<file path="src/logic/tws_consts.vh">
// Constants of the two-wire serial controller register block
`ifndef TWS_CONSTS_VH
`define TWS_CONSTS_VH
// Register offsets
`define TWS_OFF_BITRATE 8'hb8
`define TWS_OFF_STATUS 8'hb9
`define TWS_OFF_OWNADDR 8'hba
`define TWS_OFF_DATA 8'hbb
`define TWS_OFF_CTRL 8'hbc
`define TWS_OFF_MASK 8'hbd
// Reset values
`define TWS_RST_BITRATE 8'h00
`define TWS_RST_PRESC 2'h0
`define TWS_RST_OWNADDR 8'hfe
`define TWS_RST_DATA 8'hff
`define TWS_RST_CTRL 8'h00
`define TWS_RST_MASK 8'h00
// Control register bit positions
`define TWS_CB_INT 7
`define TWS_CB_ACK 6
`define TWS_CB_STA 5
`define TWS_CB_STO 4
`define TWS_CB_WC 3
`define TWS_CB_EN 2
`define TWS_CB_IE 0
// Own address register fields
`define TWS_GCE_BIT 0
`define TWS_GC_ADDR 7'h00
// Bit rate generator: quarter bus period is base + (bitrate * prescale) / 2
`define TWS_QTR_BASE 16'h0004
// Status codes
`define TWS_ST_START 8'h08
`define TWS_ST_RSTART 8'h10
`define TWS_ST_MT_SLA_ACK 8'h18
`define TWS_ST_MT_SLA_NACK 8'h20
`define TWS_ST_MT_DAT_ACK 8'h28
`define TWS_ST_MT_DAT_NACK 8'h30
`define TWS_ST_ARB_LOST 8'h38
`define TWS_ST_MR_SLA_ACK 8'h40
`define TWS_ST_MR_SLA_NACK 8'h48
`define TWS_ST_MR_DAT_ACK 8'h50
`define TWS_ST_MR_DAT_NACK 8'h58
`define TWS_ST_SR_SLA_ACK 8'h60
`define TWS_ST_SR_GC_ACK 8'h70
`define TWS_ST_SR_DAT_ACK 8'h80
`define TWS_ST_SR_DAT_NACK 8'h88
`define TWS_ST_SR_GC_DAT_ACK 8'h90
`define TWS_ST_SR_GC_DAT_NACK 8'h98
`define TWS_ST_SR_STOP 8'ha0
`define TWS_ST_ST_SLA_ACK 8'ha8
`define TWS_ST_ST_DAT_ACK 8'hb8
`define TWS_ST_ST_DAT_NACK 8'hc0
`define TWS_ST_NONE 8'hf8
`define TWS_ST_LOST_OFS 8'h08
`endif

</file>
<file path="src/logic/tws_brg.v">
// Bit rate generator: quarter-period tick for the bus clock
`timescale 1ns/1ps
`include "tws_consts.vh"
module tws_brg #(
   parameter CW = 16
) (
   input wire clk,
   input wire rst,
   input wire ce,
   input wire run,
   input wire [7:0] bitRate,
   input wire [1:0] prescSel,
   output reg tick_q
);
   reg [CW-1:0] cnt_q;
   wire [CW-1:0] scaled;
   wire [CW-1:0] limit;

   // Prescaler 1, 4, 16 or 64 as a left shift by twice the select
   assign scaled = {{(CW-8){1'b0}}, bitRate} << {prescSel, 1'b0};
   assign limit = (scaled >> 1) + `TWS_QTR_BASE;

   always @(posedge clk) begin
      if (rst) begin
         cnt_q <= {CW{1'b0}};
         tick_q <= 1'b0;
      end else if (ce) begin
         if (!run) begin
            cnt_q <= {CW{1'b0}};
            tick_q <= 1'b0;
         end else if (cnt_q >= limit - 1'b1) begin
            cnt_q <= {CW{1'b0}};
            tick_q <= 1'b1;
         end else begin
            cnt_q <= cnt_q + 1'b1;
            tick_q <= 1'b0;
         end
      end
   end
endmodule

</file>
<file path="src/logic/tws_ctrl.v">
// Two-wire serial controller with its register set and bus engine
//
// Functional notes
// - Prescaler select is read/write; 00,01,10,11 scale bit rate by 1,4,16,64.
// - Slave address compare uses upper seven bits of own address register.
// - Own address bit zero enables recognition of general call address 0x00.
// - An own or enabled general call address match raises the interrupt flag.
// - Data register holds byte to send or received; writable only while flag set.
// - Data register stable while flag set; bus bits shift in as bits shift out.
// - Acknowledge handled by hardware; lost arbitration loses no data.
// - Flag bit 7 sets when job done; bus clock held low while set, except after a slave STOP (0xA0) or lost arbitration (0x38).
// - Flag cleared only by writing one; clearing starts the next operation.
// - With ack enable set, acknowledge own address, enabled general call, data.
// - Ack enable cleared: device ignores bus; set again resumes address recognition.
// - Start request waits for free bus or a STOP, then issues START.
// - Master stop request issues STOP; hardware clears the request afterwards.
// - Slave stop request sends nothing; return to unaddressed and release lines.
// - Data write with flag low sets collision; with flag high clears it.
// - Enable gives pins to controller; clearing it aborts everything at once.
// - Interrupt output follows the flag while enable and global enable set.
// - Each set mask bit excludes that address bit from the comparison.
// - Bit rate register sets the divider of the master bus clock.
// - Status code bits read 0xF8 while the flag is low; bits 1:0 read the prescaler select.
`timescale 1ns/1ps
`include "tws_consts.vh"
module tws_ctrl (
   input wire clk,
   input wire rst,
   input wire ce,
   input wire [7:0] regAddr,
   input wire regWr,
   input wire [7:0] regWrData,
   output reg [7:0] regRdData_q,
   input wire cpuIntEn,
   output reg irq_q,
   input wire sclIn,
   output reg sclOut_q,
   output reg sclOe_q,
   input wire sdaIn,
   output reg sdaOut_q,
   output reg sdaOe_q
);
   localparam [2:0] ST_IDLE = 3'h0;
   localparam [2:0] ST_START = 3'h1;
   localparam [2:0] ST_BIT = 3'h2;
   localparam [2:0] ST_HOLD = 3'h3;
   localparam [2:0] ST_STOP = 3'h4;
   localparam [7:0] CTRL_RST = `TWS_RST_CTRL;
   localparam [7:0] STAT_NONE = `TWS_ST_NONE;

   // ---------------------------------------------------------------
   // Registers
   // ---------------------------------------------------------------
   reg [7:0] bitRate_q;
   reg [1:0] presc_q;
   reg [7:0] ownAddr_q;
   reg [7:0] data_q;
   reg [7:0] mask_q;
   reg [7:0] status_q;
   reg intFlag_q, ackEn_q, startReq_q, stopReq_q, wrCol_q, ifaceEn_q, intEn_q;
   reg [2:0] state_q;
   reg [1:0] phase_q;
   reg [3:0] bitCnt_q;
   reg master_q, slvAddr_q, addrPhase_q, rx_q, lost_q, gc_q, ackRx_q, busBusy_q;
   reg sclRaw_q, sdaRaw_q, sclF_q, sdaF_q, sclFPrev_q, sdaFPrev_q;
   wire tick;
   wire sclRise, sclFall, startDet, stopDet, addrHit, gcHit, brgRun;

   function matchAddr;
      input [6:0] rxAddr;
      input [6:0] own;
      input [6:0] mask;
      begin
         matchAddr = &((~(rxAddr ^ own)) | mask);
      end
   endfunction

   // ---------------------------------------------------------------
   // Bus conditions and address compare
   // ---------------------------------------------------------------
   assign sclRise = sclF_q & ~sclFPrev_q;
   assign sclFall = ~sclF_q & sclFPrev_q;
   assign startDet = sclF_q & sclFPrev_q & ~sdaF_q & sdaFPrev_q;
   assign stopDet = sclF_q & sclFPrev_q & sdaF_q & ~sdaFPrev_q;
   assign addrHit = matchAddr(data_q[7:1], ownAddr_q[7:1], mask_q[7:1]);
   assign gcHit = ownAddr_q[`TWS_GCE_BIT] & (data_q[7:1] == `TWS_GC_ADDR);
   assign brgRun = (state_q == ST_START) | (state_q == ST_STOP) | ((state_q == ST_BIT) & master_q);

   tws_brg #(
      .CW(16)
   ) u_brg (
      .clk(clk),
      .rst(rst),
      .ce(ce),
      .run(brgRun),
      .bitRate(bitRate_q),
      .prescSel(presc_q),
      .tick_q(tick)
   );

   always @(posedge clk) begin
      if (rst) begin
         bitRate_q <= `TWS_RST_BITRATE;
         presc_q <= `TWS_RST_PRESC;
         ownAddr_q <= `TWS_RST_OWNADDR;
         data_q <= `TWS_RST_DATA;
         mask_q <= `TWS_RST_MASK;
         status_q <= `TWS_ST_NONE;
         intFlag_q <= CTRL_RST[`TWS_CB_INT];
         ackEn_q <= CTRL_RST[`TWS_CB_ACK];
         startReq_q <= CTRL_RST[`TWS_CB_STA];
         stopReq_q <= CTRL_RST[`TWS_CB_STO];
         wrCol_q <= CTRL_RST[`TWS_CB_WC];
         ifaceEn_q <= CTRL_RST[`TWS_CB_EN];
         intEn_q <= CTRL_RST[`TWS_CB_IE];
         state_q <= ST_IDLE;
         phase_q <= 2'h0;
         bitCnt_q <= 4'h0;
         master_q <= 1'b0;
         slvAddr_q <= 1'b0;
         addrPhase_q <= 1'b0;
         rx_q <= 1'b0;
         lost_q <= 1'b0;
         gc_q <= 1'b0;
         ackRx_q <= 1'b0;
         busBusy_q <= 1'b0;
         sclRaw_q <= 1'b1;
         sdaRaw_q <= 1'b1;
         sclF_q <= 1'b1;
         sdaF_q <= 1'b1;
         sclFPrev_q <= 1'b1;
         sdaFPrev_q <= 1'b1;
         regRdData_q <= 8'h00;
         irq_q <= 1'b0;
         sclOut_q <= 1'b0;
         sdaOut_q <= 1'b0;
         sclOe_q <= 1'b0;
         sdaOe_q <= 1'b0;
      end else if (ce) begin
         // ---------------------------------------------------------------
         // Input spike filter and bus busy tracking
         // ---------------------------------------------------------------
         sclRaw_q <= sclIn;
         sdaRaw_q <= sdaIn;
         if (sclIn == sclRaw_q) begin
            sclF_q <= sclIn;
         end
         if (sdaIn == sdaRaw_q) begin
            sdaF_q <= sdaIn;
         end
         sclFPrev_q <= sclF_q;
         sdaFPrev_q <= sdaF_q;
         if (startDet) begin
            busBusy_q <= 1'b1;
         end else if (stopDet) begin
            busBusy_q <= 1'b0;
         end

         // ---------------------------------------------------------------
         // Register writes and reads
         // ---------------------------------------------------------------
         if (regWr) begin
            if (regAddr == `TWS_OFF_BITRATE) begin
               bitRate_q <= regWrData;
            end else if (regAddr == `TWS_OFF_STATUS) begin
               presc_q <= regWrData[1:0];
            end else if (regAddr == `TWS_OFF_OWNADDR) begin
               ownAddr_q <= regWrData;
            end else if (regAddr == `TWS_OFF_DATA) begin
               if (intFlag_q) begin
                  data_q <= regWrData;
                  wrCol_q <= 1'b0;
               end else begin
                  wrCol_q <= 1'b1;
               end
            end else if (regAddr == `TWS_OFF_CTRL) begin
               if (regWrData[`TWS_CB_INT]) begin
                  intFlag_q <= 1'b0;
               end
               ackEn_q <= regWrData[`TWS_CB_ACK];
               startReq_q <= regWrData[`TWS_CB_STA];
               stopReq_q <= regWrData[`TWS_CB_STO];
               ifaceEn_q <= regWrData[`TWS_CB_EN];
               intEn_q <= regWrData[`TWS_CB_IE];
            end else if (regAddr == `TWS_OFF_MASK) begin
               mask_q <= {regWrData[7:1], 1'b0};
            end
         end
         if (regAddr == `TWS_OFF_BITRATE) begin
            regRdData_q <= bitRate_q;
         end else if (regAddr == `TWS_OFF_STATUS) begin
            regRdData_q <= {(intFlag_q ? status_q[7:3] : STAT_NONE[7:3]), 1'b0, presc_q};
         end else if (regAddr == `TWS_OFF_OWNADDR) begin
            regRdData_q <= ownAddr_q;
         end else if (regAddr == `TWS_OFF_DATA) begin
            regRdData_q <= data_q;
         end else if (regAddr == `TWS_OFF_CTRL) begin
            regRdData_q <= {intFlag_q, ackEn_q, startReq_q, stopReq_q, wrCol_q, ifaceEn_q, 1'b0, intEn_q};
         end else if (regAddr == `TWS_OFF_MASK) begin
            regRdData_q <= mask_q;
         end else begin
            regRdData_q <= 8'h00;
         end
         irq_q <= intEn_q & cpuIntEn & intFlag_q;

         // ---------------------------------------------------------------
         // Bus engine
         // ---------------------------------------------------------------
         case (state_q)
            ST_IDLE: begin
               sclOe_q <= 1'b0;
               sdaOe_q <= 1'b0;
               bitCnt_q <= 4'h0;
               if (startReq_q & ~intFlag_q & ~busBusy_q) begin
                  state_q <= ST_START;
                  phase_q <= 2'h1;
               end else if (startDet & ackEn_q) begin
                  state_q <= ST_BIT;
                  phase_q <= 2'h1;
                  addrPhase_q <= 1'b1;
                  rx_q <= 1'b1;
                  lost_q <= 1'b0;
               end
            end
            ST_START: begin
               if (phase_q == 2'h0) begin
                  sdaOe_q <= 1'b0;
                  if (tick) begin
                     sclOe_q <= 1'b0;
                     phase_q <= 2'h1;
                  end
               end else if (phase_q == 2'h1) begin
                  if (tick & sclF_q & sdaF_q) begin
                     sdaOe_q <= 1'b1;
                     phase_q <= 2'h2;
                  end
               end else if (tick) begin
                  sclOe_q <= 1'b1;
                  intFlag_q <= 1'b1;
                  status_q <= master_q ? `TWS_ST_RSTART : `TWS_ST_START;
                  master_q <= 1'b1;
                  addrPhase_q <= 1'b1;
                  rx_q <= 1'b0;
                  lost_q <= 1'b0;
                  bitCnt_q <= 4'h0;
                  state_q <= ST_HOLD;
               end
            end
            ST_BIT: begin
               if (master_q) begin
                  if (phase_q == 2'h0) begin
                     if (tick) begin
                        sdaOe_q <= bitCnt_q[3] ? (rx_q & ackEn_q) : (~rx_q & ~data_q[7]);
                        phase_q <= 2'h1;
                     end
                  end else if (phase_q == 2'h1) begin
                     if (tick) begin
                        sclOe_q <= 1'b0;
                        phase_q <= 2'h2;
                     end
                  end else if (phase_q == 2'h2) begin
                     if (tick & sclF_q) begin
                        phase_q <= 2'h3;
                        if (bitCnt_q[3]) begin
                           ackRx_q <= ~sdaF_q;
                        end else begin
                           data_q <= {data_q[6:0], sdaF_q};
                           if (~rx_q & data_q[7] & ~sdaF_q) begin
                              master_q <= 1'b0;
                              lost_q <= 1'b1;
                              sdaOe_q <= 1'b0;
                           end
                        end
                     end
                  end else if (tick) begin
                     sclOe_q <= 1'b1;
                     phase_q <= 2'h0;
                     if (bitCnt_q[3]) begin
                        bitCnt_q <= 4'h0;
                        intFlag_q <= 1'b1;
                        state_q <= ST_HOLD;
                        addrPhase_q <= 1'b0;
                        if (addrPhase_q) begin
                           rx_q <= data_q[0];
                           if (data_q[0]) begin
                              status_q <= ackRx_q ? `TWS_ST_MR_SLA_ACK : `TWS_ST_MR_SLA_NACK;
                           end else begin
                              status_q <= ackRx_q ? `TWS_ST_MT_SLA_ACK : `TWS_ST_MT_SLA_NACK;
                           end
                        end else if (rx_q) begin
                           status_q <= ackRx_q ? `TWS_ST_MR_DAT_ACK : `TWS_ST_MR_DAT_NACK;
                        end else begin
                           status_q <= ackRx_q ? `TWS_ST_MT_DAT_ACK : `TWS_ST_MT_DAT_NACK;
                        end
                     end else begin
                        bitCnt_q <= bitCnt_q + 4'h1;
                     end
                  end
               end else if (startDet | stopDet) begin
                  sdaOe_q <= 1'b0;
                  if (slvAddr_q) begin
                     slvAddr_q <= 1'b0;
                     intFlag_q <= 1'b1;
                     status_q <= `TWS_ST_SR_STOP;
                     state_q <= ST_HOLD;
                  end else if (startDet) begin
                     phase_q <= 2'h1;
                     addrPhase_q <= 1'b1;
                     rx_q <= 1'b1;
                     bitCnt_q <= 4'h0;
                  end else begin
                     state_q <= ST_IDLE;
                  end
               end else begin
                  if (sclRise) begin
                     if (bitCnt_q[3]) begin
                        ackRx_q <= ~sdaF_q;
                     end else begin
                        data_q <= {data_q[6:0], sdaF_q};
                     end
                  end
                  if (sclFall & (phase_q == 2'h1)) begin
                     phase_q <= 2'h0;
                  end else if (sclFall) begin
                     if (bitCnt_q == 4'h7) begin
                        bitCnt_q <= 4'h8;
                        if (addrPhase_q) begin
                           if ((addrHit | gcHit) & ackEn_q) begin
                              sdaOe_q <= 1'b1;
                              gc_q <= gcHit & ~addrHit;
                           end else if (lost_q) begin
                              sdaOe_q <= 1'b0;
                              intFlag_q <= 1'b1;
                              status_q <= `TWS_ST_ARB_LOST;
                              state_q <= ST_HOLD;
                           end else begin
                              sdaOe_q <= 1'b0;
                              state_q <= ST_IDLE;
                           end
                        end else begin
                           sdaOe_q <= rx_q & ackEn_q;
                        end
                     end else if (bitCnt_q[3]) begin
                        bitCnt_q <= 4'h0;
                        sdaOe_q <= 1'b0;
                        sclOe_q <= 1'b1;
                        intFlag_q <= 1'b1;
                        state_q <= ST_HOLD;
                        if (addrPhase_q) begin
                           addrPhase_q <= 1'b0;
                           slvAddr_q <= 1'b1;
                           rx_q <= ~data_q[0];
                           lost_q <= 1'b0;
                           if (gc_q) begin
                              status_q <= `TWS_ST_SR_GC_ACK + (lost_q ? `TWS_ST_LOST_OFS : 8'h00);
                           end else if (data_q[0]) begin
                              status_q <= `TWS_ST_ST_SLA_ACK + (lost_q ? `TWS_ST_LOST_OFS : 8'h00);
                           end else begin
                              status_q <= `TWS_ST_SR_SLA_ACK + (lost_q ? `TWS_ST_LOST_OFS : 8'h00);
                           end
                        end else begin
                           if (~ackRx_q) begin
                              slvAddr_q <= 1'b0;
                           end
                           if (~rx_q) begin
                              status_q <= ackRx_q ? `TWS_ST_ST_DAT_ACK : `TWS_ST_ST_DAT_NACK;
                           end else if (gc_q) begin
                              status_q <= ackRx_q ? `TWS_ST_SR_GC_DAT_ACK : `TWS_ST_SR_GC_DAT_NACK;
                           end else begin
                              status_q <= ackRx_q ? `TWS_ST_SR_DAT_ACK : `TWS_ST_SR_DAT_NACK;
                           end
                        end
                     end else begin
                        bitCnt_q <= bitCnt_q + 4'h1;
                        sdaOe_q <= ~addrPhase_q & ~rx_q & ~data_q[7];
                     end
                  end
               end
            end
            ST_HOLD: begin
               if (~intFlag_q) begin
                  phase_q <= 2'h0;
                  bitCnt_q <= 4'h0;
                  if (stopReq_q & master_q) begin
                     state_q <= ST_STOP;
                  end else if (stopReq_q) begin
                     stopReq_q <= 1'b0;
                     slvAddr_q <= 1'b0;
                     sclOe_q <= 1'b0;
                     sdaOe_q <= 1'b0;
                     state_q <= ST_IDLE;
                  end else if (startReq_q & master_q) begin
                     state_q <= ST_START;
                  end else if (master_q | slvAddr_q) begin
                     state_q <= ST_BIT;
                     if (~master_q) begin
                        sclOe_q <= 1'b0;
                        sdaOe_q <= ~rx_q & ~data_q[7];
                     end
                  end else begin
                     state_q <= ST_IDLE;
                  end
               end
            end
            ST_STOP: begin
               if (phase_q == 2'h0) begin
                  sdaOe_q <= 1'b1;
                  if (tick) begin
                     phase_q <= 2'h1;
                  end
               end else if (phase_q == 2'h1) begin
                  if (tick) begin
                     sclOe_q <= 1'b0;
                     phase_q <= 2'h2;
                  end
               end else if (phase_q == 2'h2) begin
                  if (tick & sclF_q) begin
                     sdaOe_q <= 1'b0;
                     phase_q <= 2'h3;
                  end
               end else if (tick) begin
                  stopReq_q <= 1'b0;
                  master_q <= 1'b0;
                  state_q <= ST_IDLE;
               end
            end
            default: begin
               state_q <= ST_IDLE;
            end
         endcase

         // Controller switched off drops every transfer and releases the pins
         if (~ifaceEn_q) begin
            state_q <= ST_IDLE;
            master_q <= 1'b0;
            slvAddr_q <= 1'b0;
            busBusy_q <= 1'b0;
            sclOe_q <= 1'b0;
            sdaOe_q <= 1'b0;
         end
      end
   end
endmodule

</file>
<file path="config.mk">
export PLATFORM = sky130hd
export DESIGN_NAME = tws_ctrl
export DESIGN_NICKNAME = d
export VERILOG_FILES = /design/src/logic/tws_brg.v /design/src/logic/tws_ctrl.v
export VERILOG_INCLUDE_DIRS = /design/src /design/src/logic
export SDC_FILE = /design/constraint.sdc
export NUM_CORES = 1
export LEC_CHECK = 0
export ABC_AREA = 1
export BUFFER_PORTS_ARGS = -buffer_cell sky130_fd_sc_hd__buf_2
export CORE_MARGIN = 1.5
export CORE_UTILIZATION = 40
export CTS_BUF_LIST = sky130_fd_sc_hd__clkbuf_4 sky130_fd_sc_hd__clkbuf_8
export DETAILED_ROUTE_END_ITERATION = 8
export GPL_ROUTABILITY_DRIVEN = 0
export GPL_TIMING_DRIVEN = 0
export PLACE_DENSITY = 0.66
export SYNTH_ARGS = -nofsm -noshare
export SYNTH_HDL_FRONTEND = slang
export SYNTH_SLANG_ARGS = --single-unit
</file>
<file path="constraint.sdc">
create_clock -name clk -period 3.38 [get_ports clk]
set_input_delay 0.169 -clock clk [delete_from_list [all_inputs] [get_ports clk]]
set_output_delay 0.169 -clock clk [all_outputs]
set_load 0.01 [all_outputs]
</file>
# [Word level (Yosys, flattened, before mapping)]
# Index checks and enable logic that the tools add are counted.
[word_totals] elab_cells=555 output_inout_bits=13 inputBits=23 ff_bits=99
[op_classes] n_lt_le_gt_ge=1 mux=313 bitwise=54 shift=1 add_sub_neg=7 n_eq_ne=112 reduce_logical=31
[ops] operator="$mux 8" count=43
[ops] operator="$mux 1" count=174
[ops] operator="$mux 4" count=21
[ops] operator="$ne 4x4->1 const B" count=21
[ops] operator="$mux 3" count=26
[ops] operator="$ne 3x3->1 const B" count=22
[ops] operator="$mux 2" count=25
[ops] operator="$eq 8x8->1 const B" count=6
[ops] operator="$reduce_and 20->1" count=2
[ops] operator="$reduce_and 19->1" count=2
[ops] operator="$reduce_and 17->1" count=2
[ops] operator="$mux 16" count=2
[ops] operator="$ne 5x5->1 const B" count=6
[ops] operator="$mux 7" count=4
[ops] operator="$and 1x1->1" count=27
[ops] operator="$ne 3x2->1 const B" count=9
[ops] operator="$ne 4x2->1 const B" count=6
[ops] operator="$reduce_and 11->1" count=2
[ops] operator="$mux 5" count=4
[ops] operator="$ne 5x4->1 const B" count=4
[ops] operator="$not 1->1" count=19
[ops] operator="$ne 6x6->1 const B" count=3
[ops] operator="$reduce_and 9->1" count=2
[ops] operator="$add 15x3->16 const B" count=1
[ops] operator="other kinds (51)" count=86

# [Longest topological paths before layout]
[logic_depth] depth_word=16 mapped_depth=21 mapped_depth_nobuf=20

# [Cells and area by module]
# A second synthesis with hierarchy kept.
[hier_totals] hier_cells=1086 hier_area_um2=6960.4
[modules_own_cells] mod="tws_ctrl" instances=1 cells_each=809 seq_area_each_um2=1581.5 area_each_um2=5218.8
[modules_own_cells] mod="tws_brg" instances=1 cells_each=277 seq_area_each_um2=340.3 area_each_um2=1741.7

# [Worst setup path after synthesis]
# OpenSTA, ideal clock, no wires.
[synth_path] kind="reg2reg" start="register presc_q[0]" end="register u_brg.cnt_q[3]" synth_period_minus_slack_ps=2932 required_ps=3309 stages_incl_launch_ff=22 arrival_ps=2861 setup_slack_ps=448 n_path_buf=2 setup_time_ps=71 cell_sequence="dfxtp_1 > buf_6 > nand2_1 > o21ai_1 > nor2_1 > inv_2 > a21oi_2 > inv_1 > or3_1 > nor3_2 > xor2_1 > ha_1 > nand4_1 > inv_1 > nand2_1 > o211ai_1 > nand2_1 > nand3_1 > inv_1 > clkbuf_1 > nand4_1 > a21oi_1"
[synth_via] elab_chain_len=6
[synth_lines] element="start: declaration" line_no="tws_ctrl.v:55" source="reg [1:0] presc_q;"
[synth_lines] element="start signal: assignment" line_no="tws_ctrl.v:104" source="presc_q <= `TWS_RST_PRESC;"
[synth_lines] element="start signal: assignment" line_no="tws_ctrl.v:166" source="presc_q <= regWrData[1:0];"
[synth_lines] element="$shl 8x3->16" line_no="tws_brg.v:20" source="assign scaled = {{(CW-8){1'b0}}, bitRate} << {prescSel, 1'b0};"
[synth_lines] element="$add 15x3->16 (no line)"
[synth_lines] element="$sub 16x1->16" line_no="tws_brg.v:31" source="end else if (cnt_q >= limit - 1'b1) begin"
[synth_lines] element="$ge 16x16->1" line_no="tws_brg.v:31"
[synth_lines] element="$mux 16" line_no="tws_brg.v:31"
[synth_lines] element="$mux 16" line_no="tws_brg.v:28" source="if (!run) begin"
[synth_lines] element="end signal: assignment" line_no="tws_brg.v:29" source="cnt_q <= {CW{1'b0}};"
[synth_lines] element="end signal: assignment" line_no="tws_brg.v:32" source="cnt_q <= {CW{1'b0}};"
[synth_lines] element="end signal: assignment" line_no="tws_brg.v:35" source="cnt_q <= cnt_q + 1'b1;"
[synth_lines] element="end: declaration" line_no="tws_brg.v:15" source="reg [CW-1:0] cnt_q;"
# No other way between the ends.
# A chain may end at the register's enable or synchronous reset.

# [Final worst setup path]
[layout_path] start="register presc_q[1]" end="register u_brg.cnt_q[11]"
# The elaborated chain is that of the path after synthesis.

==> metrics <==
outcome=completed; CP max FO=13; share of the synthesized area in the top cell type=0.281; initial core utilization=0.411; total gr overflow=0; Final setup violation count=0; CTS Hold Bufs=0; top-count cell post-synth=nand2_1; element type at the critical path end=flip-flop; via count=about 7600; I/O pins=36; Netlist cell types=58; final worst path period share=0.929; Num CTS Buffers=9; Synth Cell Area=just under 7000 sq um; max frequency=0.319 GHz; Synth Register Bits=96; final hold vios=0; slowest CP cell=dfxtp_1; Hold Crit Class=input port to flip-flop; pin count of the biggest net entering global routing=18; HPWL after detailed placement=between 15000 and 20000 um; via density per instance=5.79; fin crit period=3140 ps; NumNets Final=between 1000 and 1500; pwr dens=~320 nW/um^2; Max transition margin=0.474; Hold EP=sclRaw_q; Setup TNS Final=0 ps; R2R depth=17; worst hold stages=3; top cell type by total area after synthesis=dfxtp_1; worst path bufs/invs=4; Max Cap Viol=0; initial antenna violation count=0; die area=roughly 18000 sq um; area grow syn2layout=9.64%; clk_lat worst skew=approximately 390 ps; clk buf depth=2; WL final=22900 um; Worst Path Required=approximately 3700 ps; final hold slack=between 15 and 20 ps; Pre-antenna DRT Iters=7; Max IR drop VDD=185 uV; most common library cells after synthesis=nand2_1, inv_1, o21ai_0, a21oi_1, dfxtp_1; drt initial violations=917; crit-path leading delay family=simple AND/OR/NAND/NOR gates; Crit. Startpoint=presc_q[1]; max-slew violation count=0; GR Util All Layers=0.256; CP startpoint kind=flip-flop; # DRC=0; Leak=between 0.003 and 0.004 uW; Hold Path Origin=sclIn; clock tree sinks=96; Ant. Diodes=0; # port buffers=32; clock slew at reported path FFs=110 ps; Chip Width=134 um; Core ar.=~17000 sq um; Routed WL per cell=17.5 um; first-pass GRT wire length=36000 um; Avg Inst Size Synth=6.56 sq um; synth warn=0; Worst R2R End=u_brg.cnt_q[11]; Die Ht=134 um; register area share after synthesis=0.281; CP max stage delay=about 500 ps; Post-synth EDFFs=0; H-tree depth=3; Rows=47; ys async rst share=0; reg2reg setup slack=approximately 240 ps; Synth Flop Type=dfxtp_1; worst path arrival time=~3400 ps; Synth area leaders=dfxtp_1, nand2_1, o21ai_0; number of global-route vias before repair=~7000; antenna viol nets, final=0; Synth Instances=1043; CTS tree=yes; Slew @ Worst Pin=just under 800 ps; CP cell instances=inv_1, nor3_1, a21oi_1, or3_1, nor3_2, xor2_1, ha_1, nand4_1, inv_1, nand2_1, o211ai_1, nand2_1, nand3_2, clkinvlp_4, buf_12, nand4_1, a21oi_1; CTS root buffer=clkbuf_8; share of cells above drive strength 1=0.114; Crit Path Class=flip-flop to flip-flop; skew final=roughly 16 ps; Reg2Reg Launch Point=presc_q[1]
-- report_power, final --
group / total [uW] / internal [uW] / switching (uW) / leakage (uW)
logic: 444 / 131 / 313 / 0.00226
clock network: 775 / 299 / 476 / 0.0000952
registers: 1200 / 1170 / 36.3 / 0.000782
total: 2420 / 1600 / 825 / 0.00313
-- kinds of logic (layout without fill, tap and decap cells) --
group / count (synthesis) / after routing / synth area share
adder cells (fa/ha/maj): 28 / 28 / 0.0512
XOR/XNOR: 9 / 9 / 0.0115
AND/OR/NAND/NOR: 418 / 418 / 0.290
flip-flops: 96 / 96 / 0.281
buffers and inverters: 183 / 231 / 0.108
other: 2 / 3 / 0.00110
AO/OA/AOI/OAI: 307 / 307 / 0.257
-- per-layer routing --
metal / up-vias / share of wire / global-route usage
met1: 3392 / 0.42 / 0.338
met3: 88 / 0.11 / 0.0609
met2: 459 / 0.43 / 0.401
li1: 3655 / - / -
met4: 0 / 0.042 / 0.102
met5: - / 0 / 0
-- worst max path at each step --
| stage | cells after the start | slack, ps | to |
|---|---|---|---|
| after floorplan | 21 | 450 | u_brg.cnt_q[3] |
| after global placement | 19 | -10 | u_brg.cnt_q[10] |
| after detailed placement | 19 | -40 | u_brg.cnt_q[6] |
| after CTS | 18 | 90 | u_brg.cnt_q[11] |
| after global routing | 21 | -10 | u_brg.cnt_q[11] |
| final | 17 | 240 | u_brg.cnt_q[11] |
-- final cells by class --
cell class / count / area (sq um)
fill: 1715 / 9150
clock buffer: 10 / 138
multi-input combinational: 765 / 4190
inverter: 139 / 526
clock inverter: 6 / 50.0
sequential: 96 / 1920
buffer: 43 / 213
timing repair buffer: 33 / 180
tap: 220 / 275
-- timing repair --
item                                    in CTS  in global routing
gates resized for setup                      0                  6
setup buffers                                0                  1
pin swaps                                    0                  1
endpoints found under the setup margin      10                 14
-- flip-flops by register name, indices dropped and copies added, names as in the netlist, 2 cells and up --
signal       count
phase_q          2
presc_q          2
mask_q           7
bitRate_q        8
data_q           8
regRdData_q      8
u_brg.cnt_q     16
ownAddr_q        8
state_q          3
status_q         5
bitCnt_q         4
-- placed cells by master, fill, tap and decap left out, drive strengths merged, types with 10 or more instances in the layout --
cell type and count:
a21oi 114, buf 51, clkbuf 35, dfxtp 96
ha 28, inv 139, nand2 182, nand3 60
nand4 32, nor2 98, nor3 26, nor4 10
o211ai 20, o21ai 126, o22ai 12
-- metrics by stage --
stage	setup slack, ps	std cells	util	total power [uW]	cell area [sq um]
final	240	1312	0.450	2420	7500
after global routing	-11.0	1312	0.450	2520	7500
after CTS	90.3	1311	0.448	2420	7460
after detailed placement	-44.7	1296	0.437	1660	7280
after global placement	-10.2	1296	0.437	1650	7280
after floorplan	448	1044	-	1510	6840
-- tightest hold or removal path: cells and delay by family --
kind,cells,cell delay [ps]
and+or+nand+nor,2,120
buffers and inverters,1,100
Note: power is estimated with default switching activity, not from simulation.
